`src/verilog/pcacc_defs.svh`:
```
// Constants for the counter-array cycle configuration and comparator clear block.
`ifndef PCACC_DEFS_SVH
`define PCACC_DEFS_SVH
// ----------------------------------------
// Register addresses
// ----------------------------------------
`define PCACC_ADDR_CLR      8'h9C
`define PCACC_ADDR_MODE0    8'hDA
`define PCACC_ADDR_PWM      8'hF7
`define PCACC_ADDR_CPL0     8'hFB
`define PCACC_ADDR_CPH0     8'hFC
// ----------------------------------------
// Field positions and reset values
// ----------------------------------------
`define PCACC_PWM_WSEL      7
`define PCACC_PWM_COVIE     6
`define PCACC_PWM_OVF       5
`define PCACC_PWM_LEN_MSB   2
`define PCACC_CLR_EN_MSB    2
`define PCACC_CLR_POL       7
`define PCACC_M_WIDE        7
`define PCACC_M_TOGGLE      2
`define PCACC_M_PWM         1
`define PCACC_PWM_RW_MASK   8'hE7
`define PCACC_CLR_RW_MASK   8'h87
`define PCACC_RESET_BYTE    8'h00
`endif

```
`src/verilog/pcacc_pkg.sv`:
```
// Types shared by the cycle configuration and comparator clear block.
package pcacc_pkg;
    typedef enum logic [1:0] {PCACC_LEN8, PCACC_LEN9, PCACC_LEN10, PCACC_LEN11} pcacc_len_e;
    typedef logic [7:0] pcacc_byte_t;
endpackage

```
`src/verilog/pcacc_cfg_if.sv`:
```
// Interface carrying configuration from the register file to the clear logic.
`timescale 1ns/1ns
interface pcacc_cfg_if;
    logic       clear_pol;
    logic [2:0] clear_en;
    logic [2:0] clear_pulse;
    modport regs  (output clear_pol, output clear_en, input clear_pulse);
    modport clear (input clear_pol, input clear_en, output clear_pulse);
endinterface

```
`src/verilog/pcacc_cmp_clear.sv`:
```
// Comparator synchroniser and channel clear pulse generator.
`timescale 1ns/1ns
`include "pcacc_defs.svh"
module pcacc_cmp_clear
    import pcacc_pkg::*;
(
    // Clock and reset
    input  wire logic   clk,
    input  wire logic   rst_n,
    // Comparator and configuration
    input  wire logic   cmp_in,
    pcacc_cfg_if.clear  cfg
);
    logic [2:0] sync_reg;
    logic [2:0] sync_next;
    logic       level_reg;
    logic       level_next;
    logic [2:0] pulse_reg;
    logic [2:0] pulse_next;
    logic       changed;

    always_comb
    begin
        sync_next  = {sync_reg[1:0], cmp_in};
        level_next = level_reg;
        changed    = 1'b0;
        if (sync_reg[1] == sync_reg[2] && sync_reg[2] != level_reg)
        begin
            level_next = sync_reg[2];
            changed    = 1'b1;
        end
        pulse_next = 3'h0;
        if (changed && (sync_reg[2] == cfg.clear_pol))
        begin
            pulse_next = cfg.clear_en;
        end
    end

    always_ff @(posedge clk or negedge rst_n)
    begin
        if (!rst_n)
        begin
            sync_reg  <= 3'h0;
            level_reg <= 1'b0;
            pulse_reg <= 3'h0;
        end
        else
        begin
            sync_reg  <= sync_next;
            level_reg <= level_next;
            pulse_reg <= pulse_next;
        end
    end

    assign cfg.clear_pulse = pulse_reg;

    property p_clear_pulse;
        @(posedge clk) disable iff (!rst_n)
        (sync_reg[1] == sync_reg[2] && sync_reg[2] != level_reg && sync_reg[2] == cfg.clear_pol)
        |=> (pulse_reg == $past(cfg.clear_en));
    endproperty
    a_clear_pulse: assert property (p_clear_pulse) else $error("clear pulse missing");

    property p_no_pulse_wrong_pol;
        @(posedge clk) disable iff (!rst_n)
        (pulse_reg != 3'h0) |-> ($past(sync_reg[2]) == $past(cfg.clear_pol));
    endproperty
    a_no_pulse_wrong_pol: assert property (p_no_pulse_wrong_pol) else $error("bad polarity");

    property p_pulse_single;
        @(posedge clk) disable iff (!rst_n)
        (pulse_reg != 3'h0) |=> (pulse_reg == 3'h0);
    endproperty
    a_pulse_single: assert property (p_pulse_single) else $error("clear pulse too long");
endmodule

```
`src/verilog/pcacc_top.sv`:
```
// Cycle configuration, overflow flag, reload window and comparator clear block.
`timescale 1ns/1ns
`include "pcacc_defs.svh"
module pcacc_top
    import pcacc_pkg::*;
(
    // Clock and reset
    input  wire logic        CORE_CLK,
    input  wire logic        RSTN,
    // Register bus
    input  wire logic [7:0]  SFR_ADDR,
    input  wire logic [7:0]  SFR_WDATA,
    input  wire logic        SFR_WE,
    output logic      [7:0]  SFR_RDATA,
    // Counter and comparator
    input  wire logic [15:0] COUNTER,
    input  wire logic        COUNTER_TICK,
    input  wire logic        CMP_RESULT,
    // Channel side
    output logic      [15:0] RELOAD_VALUE,
    output logic             RELOAD_APPLY,
    output logic      [1:0]  CYCLE_LENGTH,
    output logic             CH0_FREQ_MODE,
    output logic             CH0_WIDE_PWM,
    output logic      [7:0]  CH0_MODE,
    output logic      [2:0]  CHAN_CLEAR,
    output logic             IRQ
);
    pcacc_cfg_if cfg ();

    pcacc_byte_t pwm_reg;
    pcacc_byte_t pwm_next;
    pcacc_byte_t clr_reg;
    pcacc_byte_t clr_next;
    pcacc_byte_t mode_reg;
    pcacc_byte_t mode_next;
    pcacc_byte_t cpl_reg;
    pcacc_byte_t cpl_next;
    pcacc_byte_t cph_reg;
    pcacc_byte_t cph_next;
    pcacc_byte_t arl_reg;
    pcacc_byte_t arl_next;
    pcacc_byte_t arh_reg;
    pcacc_byte_t arh_next;
    logic        ovf_event;
    pcacc_len_e  len;
    logic        pwm_wr;
    logic        mode_wr;
    logic        clr_wr;

    // ----------------------------------------
    // Cycle length decode
    // ----------------------------------------
    function automatic pcacc_len_e decode_len(input logic [2:0] sel);
        case (sel)
            3'h0:    decode_len = PCACC_LEN8;
            3'h1:    decode_len = PCACC_LEN9;
            3'h2:    decode_len = PCACC_LEN10;
            3'h3:    decode_len = PCACC_LEN11;
            default: decode_len = PCACC_LEN8;
        endcase
    endfunction

    assign len = decode_len(pwm_reg[`PCACC_PWM_LEN_MSB:0]);

    // Overflow of the watched counter bit: the low bits wrap to zero on a tick.
    always_comb
    begin
        case (len)
            PCACC_LEN8:  ovf_event = COUNTER_TICK && (COUNTER[7:0] == 8'h00);
            PCACC_LEN9:  ovf_event = COUNTER_TICK && (COUNTER[8:0] == 9'h000);
            PCACC_LEN10: ovf_event = COUNTER_TICK && (COUNTER[9:0] == 10'h000);
            PCACC_LEN11: ovf_event = COUNTER_TICK && (COUNTER[10:0] == 11'h000);
            default:     ovf_event = 1'b0;
        endcase
    end

    // ----------------------------------------
    // Register writes
    // ----------------------------------------
    always_comb
    begin
        pwm_next  = pwm_reg;
        clr_next  = clr_reg;
        mode_next = mode_reg;
        cpl_next  = cpl_reg;
        cph_next  = cph_reg;
        arl_next  = arl_reg;
        arh_next  = arh_reg;
        if (SFR_WE)
        begin
            case (SFR_ADDR)
                `PCACC_ADDR_PWM:
                    pwm_next = SFR_WDATA & `PCACC_PWM_RW_MASK;
                `PCACC_ADDR_CLR:
                    clr_next = SFR_WDATA & `PCACC_CLR_RW_MASK;
                `PCACC_ADDR_MODE0:
                    mode_next = SFR_WDATA;
                `PCACC_ADDR_CPL0:
                begin
                    if (pwm_reg[`PCACC_PWM_WSEL])
                        arl_next = SFR_WDATA;
                    else
                        cpl_next = SFR_WDATA;
                end
                `PCACC_ADDR_CPH0:
                begin
                    if (pwm_reg[`PCACC_PWM_WSEL])
                        arh_next = SFR_WDATA;
                    else
                        cph_next = SFR_WDATA;
                end
                default:
                    pwm_next = pwm_reg;
            endcase
        end
        if (ovf_event)
        begin
            pwm_next[`PCACC_PWM_OVF] = 1'b1;
        end
    end

    always_ff @(posedge CORE_CLK or negedge RSTN)
    begin
        if (!RSTN)
        begin
            pwm_reg  <= `PCACC_RESET_BYTE;
            clr_reg  <= `PCACC_RESET_BYTE;
            mode_reg <= `PCACC_RESET_BYTE;
            cpl_reg  <= `PCACC_RESET_BYTE;
            cph_reg  <= `PCACC_RESET_BYTE;
            arl_reg  <= `PCACC_RESET_BYTE;
            arh_reg  <= `PCACC_RESET_BYTE;
        end
        else
        begin
            pwm_reg  <= pwm_next;
            clr_reg  <= clr_next;
            mode_reg <= mode_next;
            cpl_reg  <= cpl_next;
            cph_reg  <= cph_next;
            arl_reg  <= arl_next;
            arh_reg  <= arh_next;
        end
    end

    // ----------------------------------------
    // Register reads
    // ----------------------------------------
    always_comb
    begin
        case (SFR_ADDR)
            `PCACC_ADDR_PWM:   SFR_RDATA = pwm_reg;
            `PCACC_ADDR_CLR:   SFR_RDATA = clr_reg;
            `PCACC_ADDR_MODE0: SFR_RDATA = mode_reg;
            `PCACC_ADDR_CPL0:  SFR_RDATA = pwm_reg[`PCACC_PWM_WSEL] ? arl_reg : cpl_reg;
            `PCACC_ADDR_CPH0:  SFR_RDATA = pwm_reg[`PCACC_PWM_WSEL] ? arh_reg : cph_reg;
            default:           SFR_RDATA = 8'h00;
        endcase
    end

    // ----------------------------------------
    // Channel side outputs
    // ----------------------------------------
    assign IRQ           = pwm_reg[`PCACC_PWM_COVIE] & pwm_reg[`PCACC_PWM_OVF];
    assign CH0_MODE      = mode_reg;
    assign CH0_WIDE_PWM  = mode_reg[`PCACC_M_PWM] & mode_reg[`PCACC_M_WIDE];
    assign CH0_FREQ_MODE = mode_reg[`PCACC_M_PWM] & mode_reg[`PCACC_M_TOGGLE];
    assign CYCLE_LENGTH  = CH0_WIDE_PWM ? 2'h0 : len;
    assign RELOAD_APPLY  = mode_reg[`PCACC_M_PWM] & ~mode_reg[`PCACC_M_WIDE]
                         & ~mode_reg[`PCACC_M_TOGGLE] & (len != PCACC_LEN8);
    assign RELOAD_VALUE  = RELOAD_APPLY ? {arh_reg, arl_reg} : {cph_reg, cpl_reg};

    assign cfg.clear_pol = clr_reg[`PCACC_CLR_POL];
    assign cfg.clear_en  = clr_reg[`PCACC_CLR_EN_MSB:0];
    assign CHAN_CLEAR    = cfg.clear_pulse;

    pcacc_cmp_clear u_clear (
        .clk    (CORE_CLK),
        .rst_n  (RSTN),
        .cmp_in (CMP_RESULT),
        .cfg    (cfg.clear)
    );

    // ----------------------------------------
    // Checks
    // ----------------------------------------
    assign pwm_wr  = SFR_WE && (SFR_ADDR == `PCACC_ADDR_PWM);
    assign mode_wr = SFR_WE && (SFR_ADDR == `PCACC_ADDR_MODE0);
    assign clr_wr  = SFR_WE && (SFR_ADDR == `PCACC_ADDR_CLR);

    property p_flag_sets;
        @(posedge CORE_CLK) disable iff (!RSTN)
        ovf_event |=> pwm_reg[`PCACC_PWM_OVF];
    endproperty
    a_flag_sets: assert property (p_flag_sets) else $error("overflow flag not set");

    property p_flag_sticky;
        @(posedge CORE_CLK) disable iff (!RSTN)
        (pwm_reg[`PCACC_PWM_OVF] && !pwm_wr)
        |=> pwm_reg[`PCACC_PWM_OVF];
    endproperty
    a_flag_sticky: assert property (p_flag_sticky) else $error("flag cleared by hardware");

    property p_irq;
        @(posedge CORE_CLK) disable iff (!RSTN)
        (ovf_event && pwm_reg[`PCACC_PWM_COVIE] && !pwm_wr) |=> IRQ;
    endproperty
    a_irq: assert property (p_irq) else $error("interrupt mismatch");

    property p_window;
        @(posedge CORE_CLK) disable iff (!RSTN)
        (SFR_WE && SFR_ADDR == `PCACC_ADDR_CPL0 && pwm_reg[`PCACC_PWM_WSEL])
        |=> (arl_reg == $past(SFR_WDATA)) && $stable(cpl_reg);
    endproperty
    a_window: assert property (p_window) else $error("reload window write wrong");

    property p_mode_write;
        @(posedge CORE_CLK) disable iff (!RSTN)
        (SFR_WE && SFR_ADDR == `PCACC_ADDR_MODE0) |=> CH0_MODE == $past(SFR_WDATA);
    endproperty
    a_mode_write: assert property (p_mode_write) else $error("mode write lost");

    property p_reload_apply;
        @(posedge CORE_CLK) disable iff (!RSTN)
        (len == PCACC_LEN8 || !mode_reg[`PCACC_M_PWM]) |-> !RELOAD_APPLY;
    endproperty
    a_reload_apply: assert property (p_reload_apply) else $error("reload in wrong mode");

    property p_irq_off;
        @(posedge CORE_CLK) disable iff (!RSTN)
        (pwm_wr && !SFR_WDATA[`PCACC_PWM_COVIE]) |=> !IRQ;
    endproperty
    a_irq_off: assert property (p_irq_off) else $error("masked interrupt");

    property p_flag_rise;
        @(posedge CORE_CLK) disable iff (!RSTN)
        $rose(pwm_reg[`PCACC_PWM_OVF])
        |-> $past(COUNTER_TICK) || ($past(pwm_wr) && $past(SFR_WDATA[`PCACC_PWM_OVF]));
    endproperty
    a_flag_rise: assert property (p_flag_rise) else $error("flag set without cause");

    property p_flag_fall;
        @(posedge CORE_CLK) disable iff (!RSTN)
        $fell(pwm_reg[`PCACC_PWM_OVF])
        |-> $past(pwm_wr) && !$past(SFR_WDATA[`PCACC_PWM_OVF]);
    endproperty
    a_flag_fall: assert property (p_flag_fall) else $error("flag fell");

    property p_sw_clear;
        @(posedge CORE_CLK) disable iff (!RSTN)
        (pwm_wr && !SFR_WDATA[`PCACC_PWM_OVF] && !ovf_event) |=> !pwm_reg[`PCACC_PWM_OVF];
    endproperty
    a_sw_clear: assert property (p_sw_clear) else $error("flag clear lost");

    property p_pwm_hold;
        @(posedge CORE_CLK) disable iff (!RSTN)
        (!pwm_wr && !ovf_event) |=> $stable(pwm_reg);
    endproperty
    a_pwm_hold: assert property (p_pwm_hold) else $error("config changed");

    property p_len_map;
        @(posedge CORE_CLK) disable iff (!RSTN)
        (pwm_wr && !SFR_WDATA[`PCACC_PWM_LEN_MSB] && !CH0_WIDE_PWM)
        |=> (CYCLE_LENGTH == $past(SFR_WDATA[1:0]));
    endproperty
    a_len_map: assert property (p_len_map) else $error("cycle length wrong");

    property p_len_resv;
        @(posedge CORE_CLK) disable iff (!RSTN)
        (pwm_wr && SFR_WDATA[`PCACC_PWM_LEN_MSB]) |=> (CYCLE_LENGTH == 2'h0);
    endproperty
    a_len_resv: assert property (p_len_resv) else $error("reserved length");

    property p_wide_len;
        @(posedge CORE_CLK) disable iff (!RSTN)
        (mode_wr && SFR_WDATA[`PCACC_M_WIDE] && SFR_WDATA[`PCACC_M_PWM])
        |=> CH0_WIDE_PWM && (CYCLE_LENGTH == 2'h0) && !RELOAD_APPLY;
    endproperty
    a_wide_len: assert property (p_wide_len) else $error("wide mode length");

    property p_freq;
        @(posedge CORE_CLK) disable iff (!RSTN)
        mode_wr |=> (CH0_FREQ_MODE == ($past(SFR_WDATA[`PCACC_M_TOGGLE])
                                        && $past(SFR_WDATA[`PCACC_M_PWM])));
    endproperty
    a_freq: assert property (p_freq) else $error("frequency mode wrong");

    property p_cmp_window;
        @(posedge CORE_CLK) disable iff (!RSTN)
        (SFR_WE && SFR_ADDR == `PCACC_ADDR_CPH0 && !pwm_reg[`PCACC_PWM_WSEL])
        |=> (cph_reg == $past(SFR_WDATA)) && $stable(arh_reg);
    endproperty
    a_cmp_window: assert property (p_cmp_window) else $error("compare write wrong");

    property p_reload_off;
        @(posedge CORE_CLK) disable iff (!RSTN)
        (!RELOAD_APPLY && SFR_WE && SFR_ADDR == `PCACC_ADDR_CPL0 && pwm_reg[`PCACC_PWM_WSEL])
        |=> $stable(RELOAD_VALUE);
    endproperty
    a_reload_off: assert property (p_reload_off) else $error("reload leaked");

    property p_mode_hold;
        @(posedge CORE_CLK) disable iff (!RSTN)
        !mode_wr |=> $stable(CH0_MODE);
    endproperty
    a_mode_hold: assert property (p_mode_hold) else $error("mode changed");

    property p_clear_cfg;
        @(posedge CORE_CLK) disable iff (!RSTN)
        clr_wr |=> (cfg.clear_en == $past(SFR_WDATA[`PCACC_CLR_EN_MSB:0]))
                   && (cfg.clear_pol == $past(SFR_WDATA[`PCACC_CLR_POL]));
    endproperty
    a_clear_cfg: assert property (p_clear_cfg) else $error("clear config wrong");
endmodule
```
`config.mk`:
```
export PLATFORM = sky130hd
export DESIGN_NAME = pcacc_top
export DESIGN_NICKNAME = d
export VERILOG_FILES = /design/src/verilog/pcacc_pkg.sv /design/src/verilog/pcacc_cfg_if.sv /design/src/verilog/pcacc_cmp_clear.sv /design/src/verilog/pcacc_top.sv
export VERILOG_INCLUDE_DIRS = /design/src /design/src/verilog
export SDC_FILE = /design/constraint.sdc
export NUM_CORES = 1
export LEC_CHECK = 0
export BUFFER_PORTS_ARGS = -buffer_cell sky130_fd_sc_hd__clkbuf_2
export CAP_MARGIN = 5
export CORE_MARGIN = 4
export CORE_UTILIZATION = 39
export DETAILED_ROUTE_END_ITERATION = 10
export PLACE_DENSITY = 0.63
export SLEW_MARGIN = 15
export SYNTH_ARGS = -nofsm -noshare
export SYNTH_HDL_FRONTEND = slang
export SYNTH_SLANG_ARGS = --single-unit
```
`constraint.sdc`:
```
create_clock -name CORE_CLK -period 2.6 [get_ports CORE_CLK]
set_input_delay 0.26 -clock CORE_CLK [delete_from_list [all_inputs] [get_ports CORE_CLK]]
set_output_delay 0.26 -clock CORE_CLK [all_outputs]
set_load 0.02 [all_outputs]
```
==> results of run 1 <==
==> kinds of logic (layout without fill, tap and decap cells) <==
logic type,Yosys count,count (layout),share of synthesized area [%]
compound gates,25,25,5.96
fa+ha+maj,1,1,0.341
buf+inv,11,98,2.04
flops,57,57,48.6
mux,82,82,30.8
simple gates,53,53,12.3
==> worst reg2reg max path: stages (launching register included) <==
cell and delay, ns:
dfrtp_1 0.44, buf_4 0.26, nand2b_1 0.27, nor2_2 0.20, buf_4 0.20, mux2_2 0.34
==> placed cells by master (no fill, tap or decap), types with 4 or more instances in the layout <==
master and n:
nand2_1 10, and2_1 7, mux2_1 6, o21ai_0 7, a22oi_1 4, buf_4 9, clkbuf_2 72, mux2_2 62
nand3_1 5, mux2i_1 14, clkbuf_8 11, dfrtp_1 57, nand4b_1 5
==> final timing paths <==
kind,cells after the start,to,start,slack (ns)
worst max-delay path,5,RELOAD_VALUE[0],pwm_reg[2]$_DFFE_PN0P_,0.31
worst min-delay path,1,u_clear.sync_reg[0]$_DFF_PN0_,CMP_RESULT,0.04
worst max register to register,5,cpl_reg[0]$_DFFE_PN0P_,pwm_reg[7]$_DFFE_PN0P_,0.77
worst min register to register,0,u_clear.sync_reg[1]$_DFF_PN0_,u_clear.sync_reg[0]$_DFF_PN0_,0.34
max in group asynchronous,2,pwm_reg[1]$_DFFE_PN0P_,RSTN,2.05
min in group asynchronous,2,arh_reg[2]$_DFFE_PN0P_,RSTN,0.07
==> routing by layer <==
layer,vias up,GRT usage [%],share of wire [%]
met5,-,0,0
met1,1076,23.7,47
met2,61,26.4,45
met3,10,4.30,6.0
met4,0,7.21,1.5
li1,1026,-,-
==> layout make-up <==
type	instances	area, um2
Sequential cell	57	1430
Tap cell	99	124
Clock inverter	3	40.0
Fill cell	715	3660
Inverter	2	7.51
Timing Repair Buffer	81	428
Multi-Input combinational cell	161	1450
Clock buffer	12	155
==> Yosys cell counts, types with 3 or more instances <==
cell	n
mux2_2	62
buf_2	6
nor2_1	3
and2_1	7
nor3_1	3
a221o_1	3
nand3_1	5
nand4b_1	5
dfrtp_1	57
mux2_1	6
mux2i_1	14
a22oi_1	4
o22ai_1	3
o21ai_0	7
nand2_1	10
==> stage by stage <==
step | cells | utilization, %
after CTS | 415 | 49.8
after floorplan | 229 | -
after global routing | 415 | 49.8
after global placement | 400 | 47.1
after detailed placement | 400 | 47.1
final | 415 | 49.8
==> where the power goes <==
part	switching, mW	total [mW]	internal, mW
Sequential	0.0264	0.945	0.919
Combinational	0.113	0.195	0.0824
Clock	0.337	0.823	0.486
==> impl_metrics.py, run 1 <==
metrics = {
    "logic_synthesis": {
        "synth_area_um2": 2940,
        "synthArstFlopShare_pct": 100,
        "ys_top_cells_by_area": "dfrtp_1 (49%), mux2_2 (24%), mux2i_1 (4.8%), mux2_1 (2.3%), and2_1 (1.5%)",
        "yosys.area.top_type": "dfrtp_1",
        "syn_area_per_cell_um2": 12.8,
        "yosysWarnings": 0,
        "netlist_instances": 229,
        "ys_ff_latch": 57,
        "yosysSeqAreaShare_pct": 48.6,
        "synth-main-ff-cell": "dfrtp_1",
        "synth.top_cell.area_share_pct": 48.6,
        "synth_edf_count": 0,
        "syn_nets": 266,
        "synth.distinct_cells": 43,
    },
    "finish": {
        "num_antenna_cells": 0,
        "final_cell_area_um2": 3630,
        "drive_above_1_share_pct": 51.6,
        "nets": 349,
        "area_delta_synth_final_pct": 23.6,
    },
    "critical_path": {
        "path_cells": "nor4b_1 -> o21a_1 -> buf_4 -> mux2_2 -> clkbuf_2",
        "path_buf_inv": 2,
        "end_kind": "primary output",
        "cpLargestDelayFamily": "flip-flops",
        "arrival_ns": 2.03,
        "path_class": "reg2out",
        "worst-path-max-fanout": 17,
        "cp_slowest_cell": "dfrtp_1",
        "critPathLaunchType": "register",
        "crit_path_max_incr_delay_ns": 0.44,
        "required_ns": 2.34,
    },
    "place": {
        "place_congestion": 0.803,
        "place_ws_ns": 0.586,
        "hpwl_mm": 5.32,
        "io_buffers": 72,
        "placed_area_um2": 3440,
    },
    "routing": {
        "route.vias.total": 2173,
        "drcViolationCount": 0,
        "drt_iter0_drc": 115,
        "vias_per_cell": 5.24,
        "wl_mm": 7.34,
        "routedWlPerCell_um": 17.7,
        "dr.pass1.iters": 4,
        "ant_nets": 0,
    },
    "timing": {
        "drv_slew": 0,
        "setup_slack_ns": 0.310,
        "fmax_mhz": 437,
        "relSlewSlack_pct": 51.5,
        "min_period_ns": 2.29,
        "setup_violations": 0,
        "timing.setup.tns_ns": 0,
        "rsz0062_at_grt": "false",
        "worstMarginPinSlew_ns": 0.728,
        "skew_ns": 0.00521,
        "finalCritPeriodShare_pct": 88.1,
        "hold-worst-slack_ns": 0.0431,
        "hold_viol_final": 0,
    },
    "clock_tree": {
        "post_cts_buffers": 0,
        "cts_root_buffer": "clkbuf_8",
        "cts-buffers-inserted": 9,
        "insertion_delay_ns": 0.33,
        "cts-resized-gates": 0,
        "clk_pin_slew_worst_paths_ns": 0.06,
        "htree_levels": 3,
        "cts_tree": "built",
        "clock-sinks": 57,
        "cts_max_path_buffers": 2,
        "hold_buffers": 0,
    },
    "pwr": {
        "irDropWorstVdd_v": 0.000232,
        "total_power_mw": 1.96,
        "power_density_nw_per_um2": 541,
        "p_leak_nw": 1.83,
    },
    "floorplanning": {
        "die_h_um": 94.8,
        "floorplan.initialDensity_pct": 40.3,
        "die_area_um2": 8990,
        "io_pins": 78,
        "die_w_um": 94.8,
        "rows": 31,
        "coreArea_um2": 7290,
    },
    "grt": {
        "grt.overflow.total": 0,
        "grt_pass1_vias": 2249,
        "grt_max_degree": 58,
        "grt_pass1_wl_mm": 11.7,
        "grt_use_total_pct": 17.4,
        "antenna_found_initial": 0,
    },
    "run_status": {
        "outcome": "finished clean",
    },
    "hold_path": {
        "hp-class": "in2reg",
    },
    "flow_run": {
        "cap_violations": 0,
    },
}
Power figures use the tool's default switching activity.
==> inputs of run 2 (changes only) <==
--- a/config.mk
+++ b/config.mk
@@ -10,6 +10,7 @@
 export CAP_MARGIN = 5
 export CORE_MARGIN = 4
 export CORE_UTILIZATION = 39
+export CTS_BUF_LIST = sky130_fd_sc_hd__clkbuf_8
 export DETAILED_ROUTE_END_ITERATION = 10
 export PLACE_DENSITY = 0.63
 export SLEW_MARGIN = 15
==> run 2 against run 1 <==
  * Cell count unchanged
  * Design area stayed put
  * First-iteration DRC count is the same
  * Global-route usage is the same
  * Combinational power barely moved
  * Clock power down 0.5%
  * Sequential share of layout area unchanged
  * Clock skew is the same
  * Sequential cell count stayed put
  * Power decreased by 0.20%
  * Highest routed layer unchanged
==> impl_metrics.py, run 2 (synthesized netlist as in run 1, its figures left out) <==
metrics = {
    "floorplanning": {
        "rows": 31,
        "die_area_um2": 8990,
        "die_w_um": 94.8,
        "coreArea_um2": 7290,
        "io_pins": 78,
        "floorplan.initialDensity_pct": 40.3,
        "die_h_um": 94.8,
    },
    "flow_run": {
        "cap_violations": 0,
    },
    "timing": {
        "hold_viol_final": 0,
        "rsz0062_at_grt": "false",
        "relSlewSlack_pct": 51.5,
        "hold-worst-slack_ns": 0.0431,
        "worstMarginPinSlew_ns": 0.728,
        "setup_violations": 0,
        "finalCritPeriodShare_pct": 88.1,
        "min_period_ns": 2.29,
        "fmax_mhz": 437,
        "timing.setup.tns_ns": 0,
        "drv_slew": 0,
        "skew_ns": 0.00521,
    },
    "hold_path": {
        "min_from": "CMP_RESULT",
        "hp-class": "in2reg",
        "holdPathEnd": "u_clear.sync_reg[0]$_DFF_PN0_",
        "whs_path_depth": 1,
    },
    "place": {
        "hpwl_mm": 5.32,
        "place_inst": 400,
        "place_congestion": 0.803,
        "io_buffers": 72,
    },
    "critical_path": {
        "arrival_ns": 2.03,
        "path_buf_inv": 2,
        "crit_path_max_incr_delay_ns": 0.44,
        "required_ns": 2.34,
        "cp_slowest_cell": "dfrtp_1",
        "rrSetupSlack_ns": 0.77,
        "end_kind": "primary output",
        "cpLargestDelayFamily": "flip-flops",
        "r2r_start": "pwm_reg[7]$_DFFE_PN0P_",
        "critPathLaunchType": "register",
        "worst-path-max-fanout": 17,
        "path_class": "reg2out",
        "r2r_cells": 5,
        "path_cells": "nor4b_1 -> o21a_1 -> buf_4 -> mux2_2 -> clkbuf_2",
        "r2r_end": "cpl_reg[0]$_DFFE_PN0P_",
    },
    "clock_tree": {
        "clk_pin_slew_worst_paths_ns": 0.06,
        "cts_root_buffer": "clkbuf_8",
        "cts-buffers-inserted": 9,
        "clock-sinks": 57,
        "cts_tree": "built",
        "cts-resized-gates": 0,
        "hold_buffers": 0,
        "insertion_delay_ns": 0.33,
        "cts_max_path_buffers": 2,
        "post_cts_buffers": 0,
        "htree_levels": 3,
    },
    "finish": {
        "area_delta_synth_final_pct": 23.6,
        "nets": 349,
        "drive_above_1_share_pct": 51.6,
        "finalNonFillerCells": 415,
        "fill_cells": 715,
        "num_antenna_cells": 0,
        "final_cell_mix": "clkbuf_2 (72), mux2_2 (62), dfrtp_1 (57)",
        "layout_commonest_cell": "clkbuf_2",
    },
    "routing": {
        "wl_mm": 7.34,
        "drt_iter0_drc": 115,
        "route.vias.total": 2172,
        "drcViolationCount": 0,
        "vias_per_cell": 5.23,
        "dr.pass1.iters": 4,
        "routedWlPerCell_um": 17.7,
        "ant_nets": 0,
    },
    "grt": {
        "grt_pass1_vias": 2249,
        "grt_pass1_wl_mm": 11.7,
        "grt_max_degree": 58,
        "antenna_found_initial": 0,
        "grt_use_total_pct": 17.4,
        "grt.overflow.total": 0,
    },
    "pwr": {
        "internal-power_mw": 1.48,
        "p_sw_share_pct": 24.3,
        "power_switching_mw": 0.476,
        "p_clk_share_pct": 41.8,
        "sequentialPowerShare_pct": 48.2,
        "power_density_nw_per_um2": 540,
        "p_leak_nw": 1.83,
        "p_comb_share_pct": 10.0,
        "irDropWorstVdd_v": 0.000232,
    },
    "run_status": {
        "outcome": "finished clean",
    },
}
## run 2: through the flow
| step | power, mW | setup slack, ns | utilization (%) | cell area, um2 |
|---|---|---|---|---|
| floorplan | 1.06 | 0.565 | - | 2940 |
| global placement | 1.15 | 0.622 | 47.1 | 3440 |
| detailed placement | 1.16 | 0.586 | 47.1 | 3440 |
| CTS | 1.98 | 0.277 | 49.8 | 3630 |
| global route | 2.04 | 0.108 | 49.8 | 3630 |
| finish | 1.96 | 0.310 | 49.8 | 3630 |
## run 2: layer usage
metal	GRT usage, %	up-vias	part of all wire (%)
met1	23.7	1075	47
met5	0	-	0
li1	-	1026	-
met2	26.4	61	45
met4	7.21	0	1.5
met3	4.30	10	6.0
## run 2: worst max-delay path by stage
stage | slack, ns | start | endpoint | cells after the start
final | 0.31 | pwm_reg[2]$_DFFE_PN0P_ | RELOAD_VALUE[0] | 5
after detailed placement | 0.59 | SFR_ADDR[5] | SFR_RDATA[1] | 6
after global placement | 0.62 | SFR_ADDR[5] | SFR_RDATA[1] | 6
after global routing | 0.11 | pwm_reg[2]$_DFFE_PN0P_ | RELOAD_VALUE[7] | 5
after floorplan | 0.56 | CH0_MODE[2]$_DFFE_PN0P_ | RELOAD_VALUE[10] | 5
after CTS | 0.28 | pwm_reg[2]$_DFFE_PN0P_ | RELOAD_VALUE[0] | 5
## run 2: area by class of cell
cell class | count | area (um2) | area share, %
Multi-Input combinational cell | 161 | 1450 | 40.0
Sequential cell | 57 | 1430 | 39.3
Timing Repair Buffer | 81 | 428 | 11.8
Clock buffer | 11 | 151 | 4.17
Tap cell | 99 | 124 | 3.41
Clock inverter | 4 | 43.8 | 1.21
Inverter | 2 | 7.51 | 0.207
## run 2: power groups by stage
stage / registers, mW / clock network (mW) / logic, mW
2_1_floorplan: 0.960 / 0 / 0.0997
4_1_cts: 0.944 / 0.841 / 0.198
5_1_grt: 0.950 / 0.874 / 0.216
6_report: 0.945 / 0.819 / 0.196
3_3_place_gp: 0.960 / 0 / 0.195
3_5_place_dp: 0.960 / 0 / 0.197
==> inputs of run 3 (changes only) <==
--- a/config.mk
+++ b/config.mk
@@ -13,6 +13,7 @@
 export CTS_BUF_LIST = sky130_fd_sc_hd__clkbuf_8
 export DETAILED_ROUTE_END_ITERATION = 10
 export PLACE_DENSITY = 0.63
+export REMOVE_ABC_BUFFERS = 1
 export SLEW_MARGIN = 15
 export SYNTH_ARGS = -nofsm -noshare
 export SYNTH_HDL_FRONTEND = slang
==> run 3 against run 2 <==
  * Worst hold slack got worse by 0.025 ns
  * Cell count decreased by 0.24%
  * Clock-buffer cell count increased by 1
  * Design area increased by 0.79%
  * Combinational power about the same
  * Clock power increased by 21%
  * Setup slack got worse by 0.23 ns
  * Power increased by 8.7%
  * Sequential share of layout area decreased by 0.31 points
  * Maximum frequency decreased by 9.0%
  * Global-route usage increased by 0.61 points
  * Sequential power about the same
  * Highest routed layer unchanged
==> impl_metrics.py, run 3 (synthesized netlist as in run 1, its figures left out) <==
metrics = {
    "run_status": {
        "outcome": "finished clean",
    },
    "place": {
        "place_inst": 398,
        "place_congestion": 0.821,
        "placed_area_um2": 3420,
        "hpwl_mm": 5.36,
        "io_buffers": 72,
    },
    "clock_tree": {
        "htree_levels": 3,
        "insertion_delay_ns": 0.35,
        "cts_tree": "built",
        "cts-buffers-inserted": 9,
        "cts_root_buffer": "clkbuf_8",
        "post_cts_buffers": 0,
        "clock-sinks": 57,
        "clk_pin_slew_worst_paths_ns": 0.07,
        "cts_max_path_buffers": 2,
        "cts-resized-gates": 0,
        "hold_buffers": 0,
    },
    "pwr": {
        "p_leak_nw": 1.84,
        "p_clk_share_pct": 46.5,
        "p_comb_share_pct": 9.1,
        "total_power_mw": 2.13,
        "internal-power_mw": 1.62,
        "p_sw_share_pct": 24.0,
        "power_density_nw_per_um2": 582,
        "sequentialPowerShare_pct": 44.5,
        "irDropWorstVdd_v": 0.000242,
        "power_switching_mw": 0.511,
    },
    "routing": {
        "drt_iter0_drc": 82,
        "route.vias.total": 2193,
        "ant_nets": 0,
        "drcViolationCount": 0,
        "routedWlPerCell_um": 18.0,
        "vias_per_cell": 5.30,
        "wl_mm": 7.47,
        "dr.pass1.iters": 4,
    },
    "timing": {
        "finalCritPeriodShare_pct": 96.8,
        "setup_violations": 0,
        "relSlewSlack_pct": 51.4,
        "skew_ns": 0.0123,
        "hold_viol_final": 0,
        "fmax_mhz": 397,
        "timing.setup.tns_ns": 0,
        "drv_slew": 0,
        "worstMarginPinSlew_ns": 0.729,
        "min_period_ns": 2.52,
        "rsz0062_at_grt": "false",
    },
    "floorplanning": {
        "die_area_um2": 8990,
        "die_w_um": 94.8,
        "die_h_um": 94.8,
        "coreArea_um2": 7290,
        "io_pins": 78,
        "floorplan.initialDensity_pct": 40.3,
        "rows": 31,
    },
    "finish": {
        "num_antenna_cells": 0,
        "nets": 347,
        "layout_commonest_cell": "clkbuf_2",
        "final_cell_mix": "clkbuf_2 (72), mux2_2 (62), dfrtp_1 (57)",
        "final_cell_area_um2": 3660,
        "finalNonFillerCells": 414,
        "area_delta_synth_final_pct": 24.6,
        "fill_cells": 701,
        "drive_above_1_share_pct": 51.7,
    },
    "critical_path": {
        "required_ns": 2.34,
        "arrival_ns": 2.26,
        "path_class": "reg2out",
        "worst-path-max-fanout": 12,
        "end_kind": "primary output",
        "critPathLaunchType": "register",
    },
    "grt": {
        "grt_pass1_vias": 2200,
        "grt.overflow.total": 0,
        "grt_use_total_pct": 18.0,
        "grt_pass1_wl_mm": 11.9,
        "antenna_found_initial": 0,
        "grt_max_degree": 58,
    },
    "flow_run": {
        "cap_violations": 0,
    },
    "hold_path": {
        "hp-class": "in2reg",
    },
}
-- run 3: path summary, 6_finish.rpt --
path	from	endpoint	slack, ns	depth (start not counted)
max	pwm_reg[7]$_DFFE_PN0P_	SFR_RDATA[1]	0.08	5
min	CMP_RESULT	u_clear.sync_reg[0]$_DFF_PN0_	0.02	1
max reg2reg	pwm_reg[7]$_DFFE_PN0P_	cpl_reg[1]$_DFFE_PN0P_	0.51	4
min reg2reg	u_clear.sync_reg[0]$_DFF_PN0_	u_clear.sync_reg[1]$_DFF_PN0_	0.35	0
max in group asynchronous	RSTN	pwm_reg[5]$_DFFE_PN0P_	2.06	2
min in group asynchronous	RSTN	arh_reg[1]$_DFFE_PN0P_	0.04	2
-- run 3: power by group through the flow --
stage | sequential, mW | clock, mW | combinational [mW]
floorplan | 0.965 | 0 | 0.0902
global placement | 0.962 | 0 | 0.193
detailed placement | 0.963 | 0 | 0.196
CTS | 0.947 | 1.00 | 0.196
global route | 0.952 | 1.04 | 0.211
finish | 0.947 | 0.990 | 0.193
-- run 3: metrics by stage --
step / hold slack, ns / util, % / worst slack (ns)
2_1_floorplan: -0.0356 / - / 0.502
3_3_place_gp: 0.332 / 46.9 / 0.511
3_5_place_dp: 0.341 / 46.9 / 0.479
4_1_cts: 0.00870 / 50.2 / 0.0914
5_1_grt: 0.0120 / 50.2 / 0.0231
6_report: 0.0176 / 50.2 / 0.0820
-- run 3: layer usage --
metal  routed length, um  global-route usage, %  up-vias
li1                    -                      -     1028
met1                3500                   23.6     1095
met2                3470                   28.0       60
met3                 369                   3.90       10
met4                 132                   9.38        0
met5                   0                      0        -
-- run 3: critical path, stage by stage (launching register included) --
cell and delay (ns):
dfrtp_1 0.70, mux2i_1 0.32, o22ai_1 0.12, a222oi_1 0.38, o21ai_0 0.19, clkbuf_2 0.19
-- run 3: final cells by class --
| class | count | area [um2] | share of cell area [%] |
|---|---|---|---|
| Tap cell | 99 | 124 | 3.38 |
| Clock inverter | 4 | 73.8 | 2.02 |
| Sequential cell | 57 | 1430 | 39.0 |
| Multi-Input combinational cell | 161 | 1450 | 39.6 |
| Clock buffer | 12 | 165 | 4.51 |
| Timing Repair Buffer | 79 | 413 | 11.3 |
| Inverter | 2 | 7.51 | 0.205 |
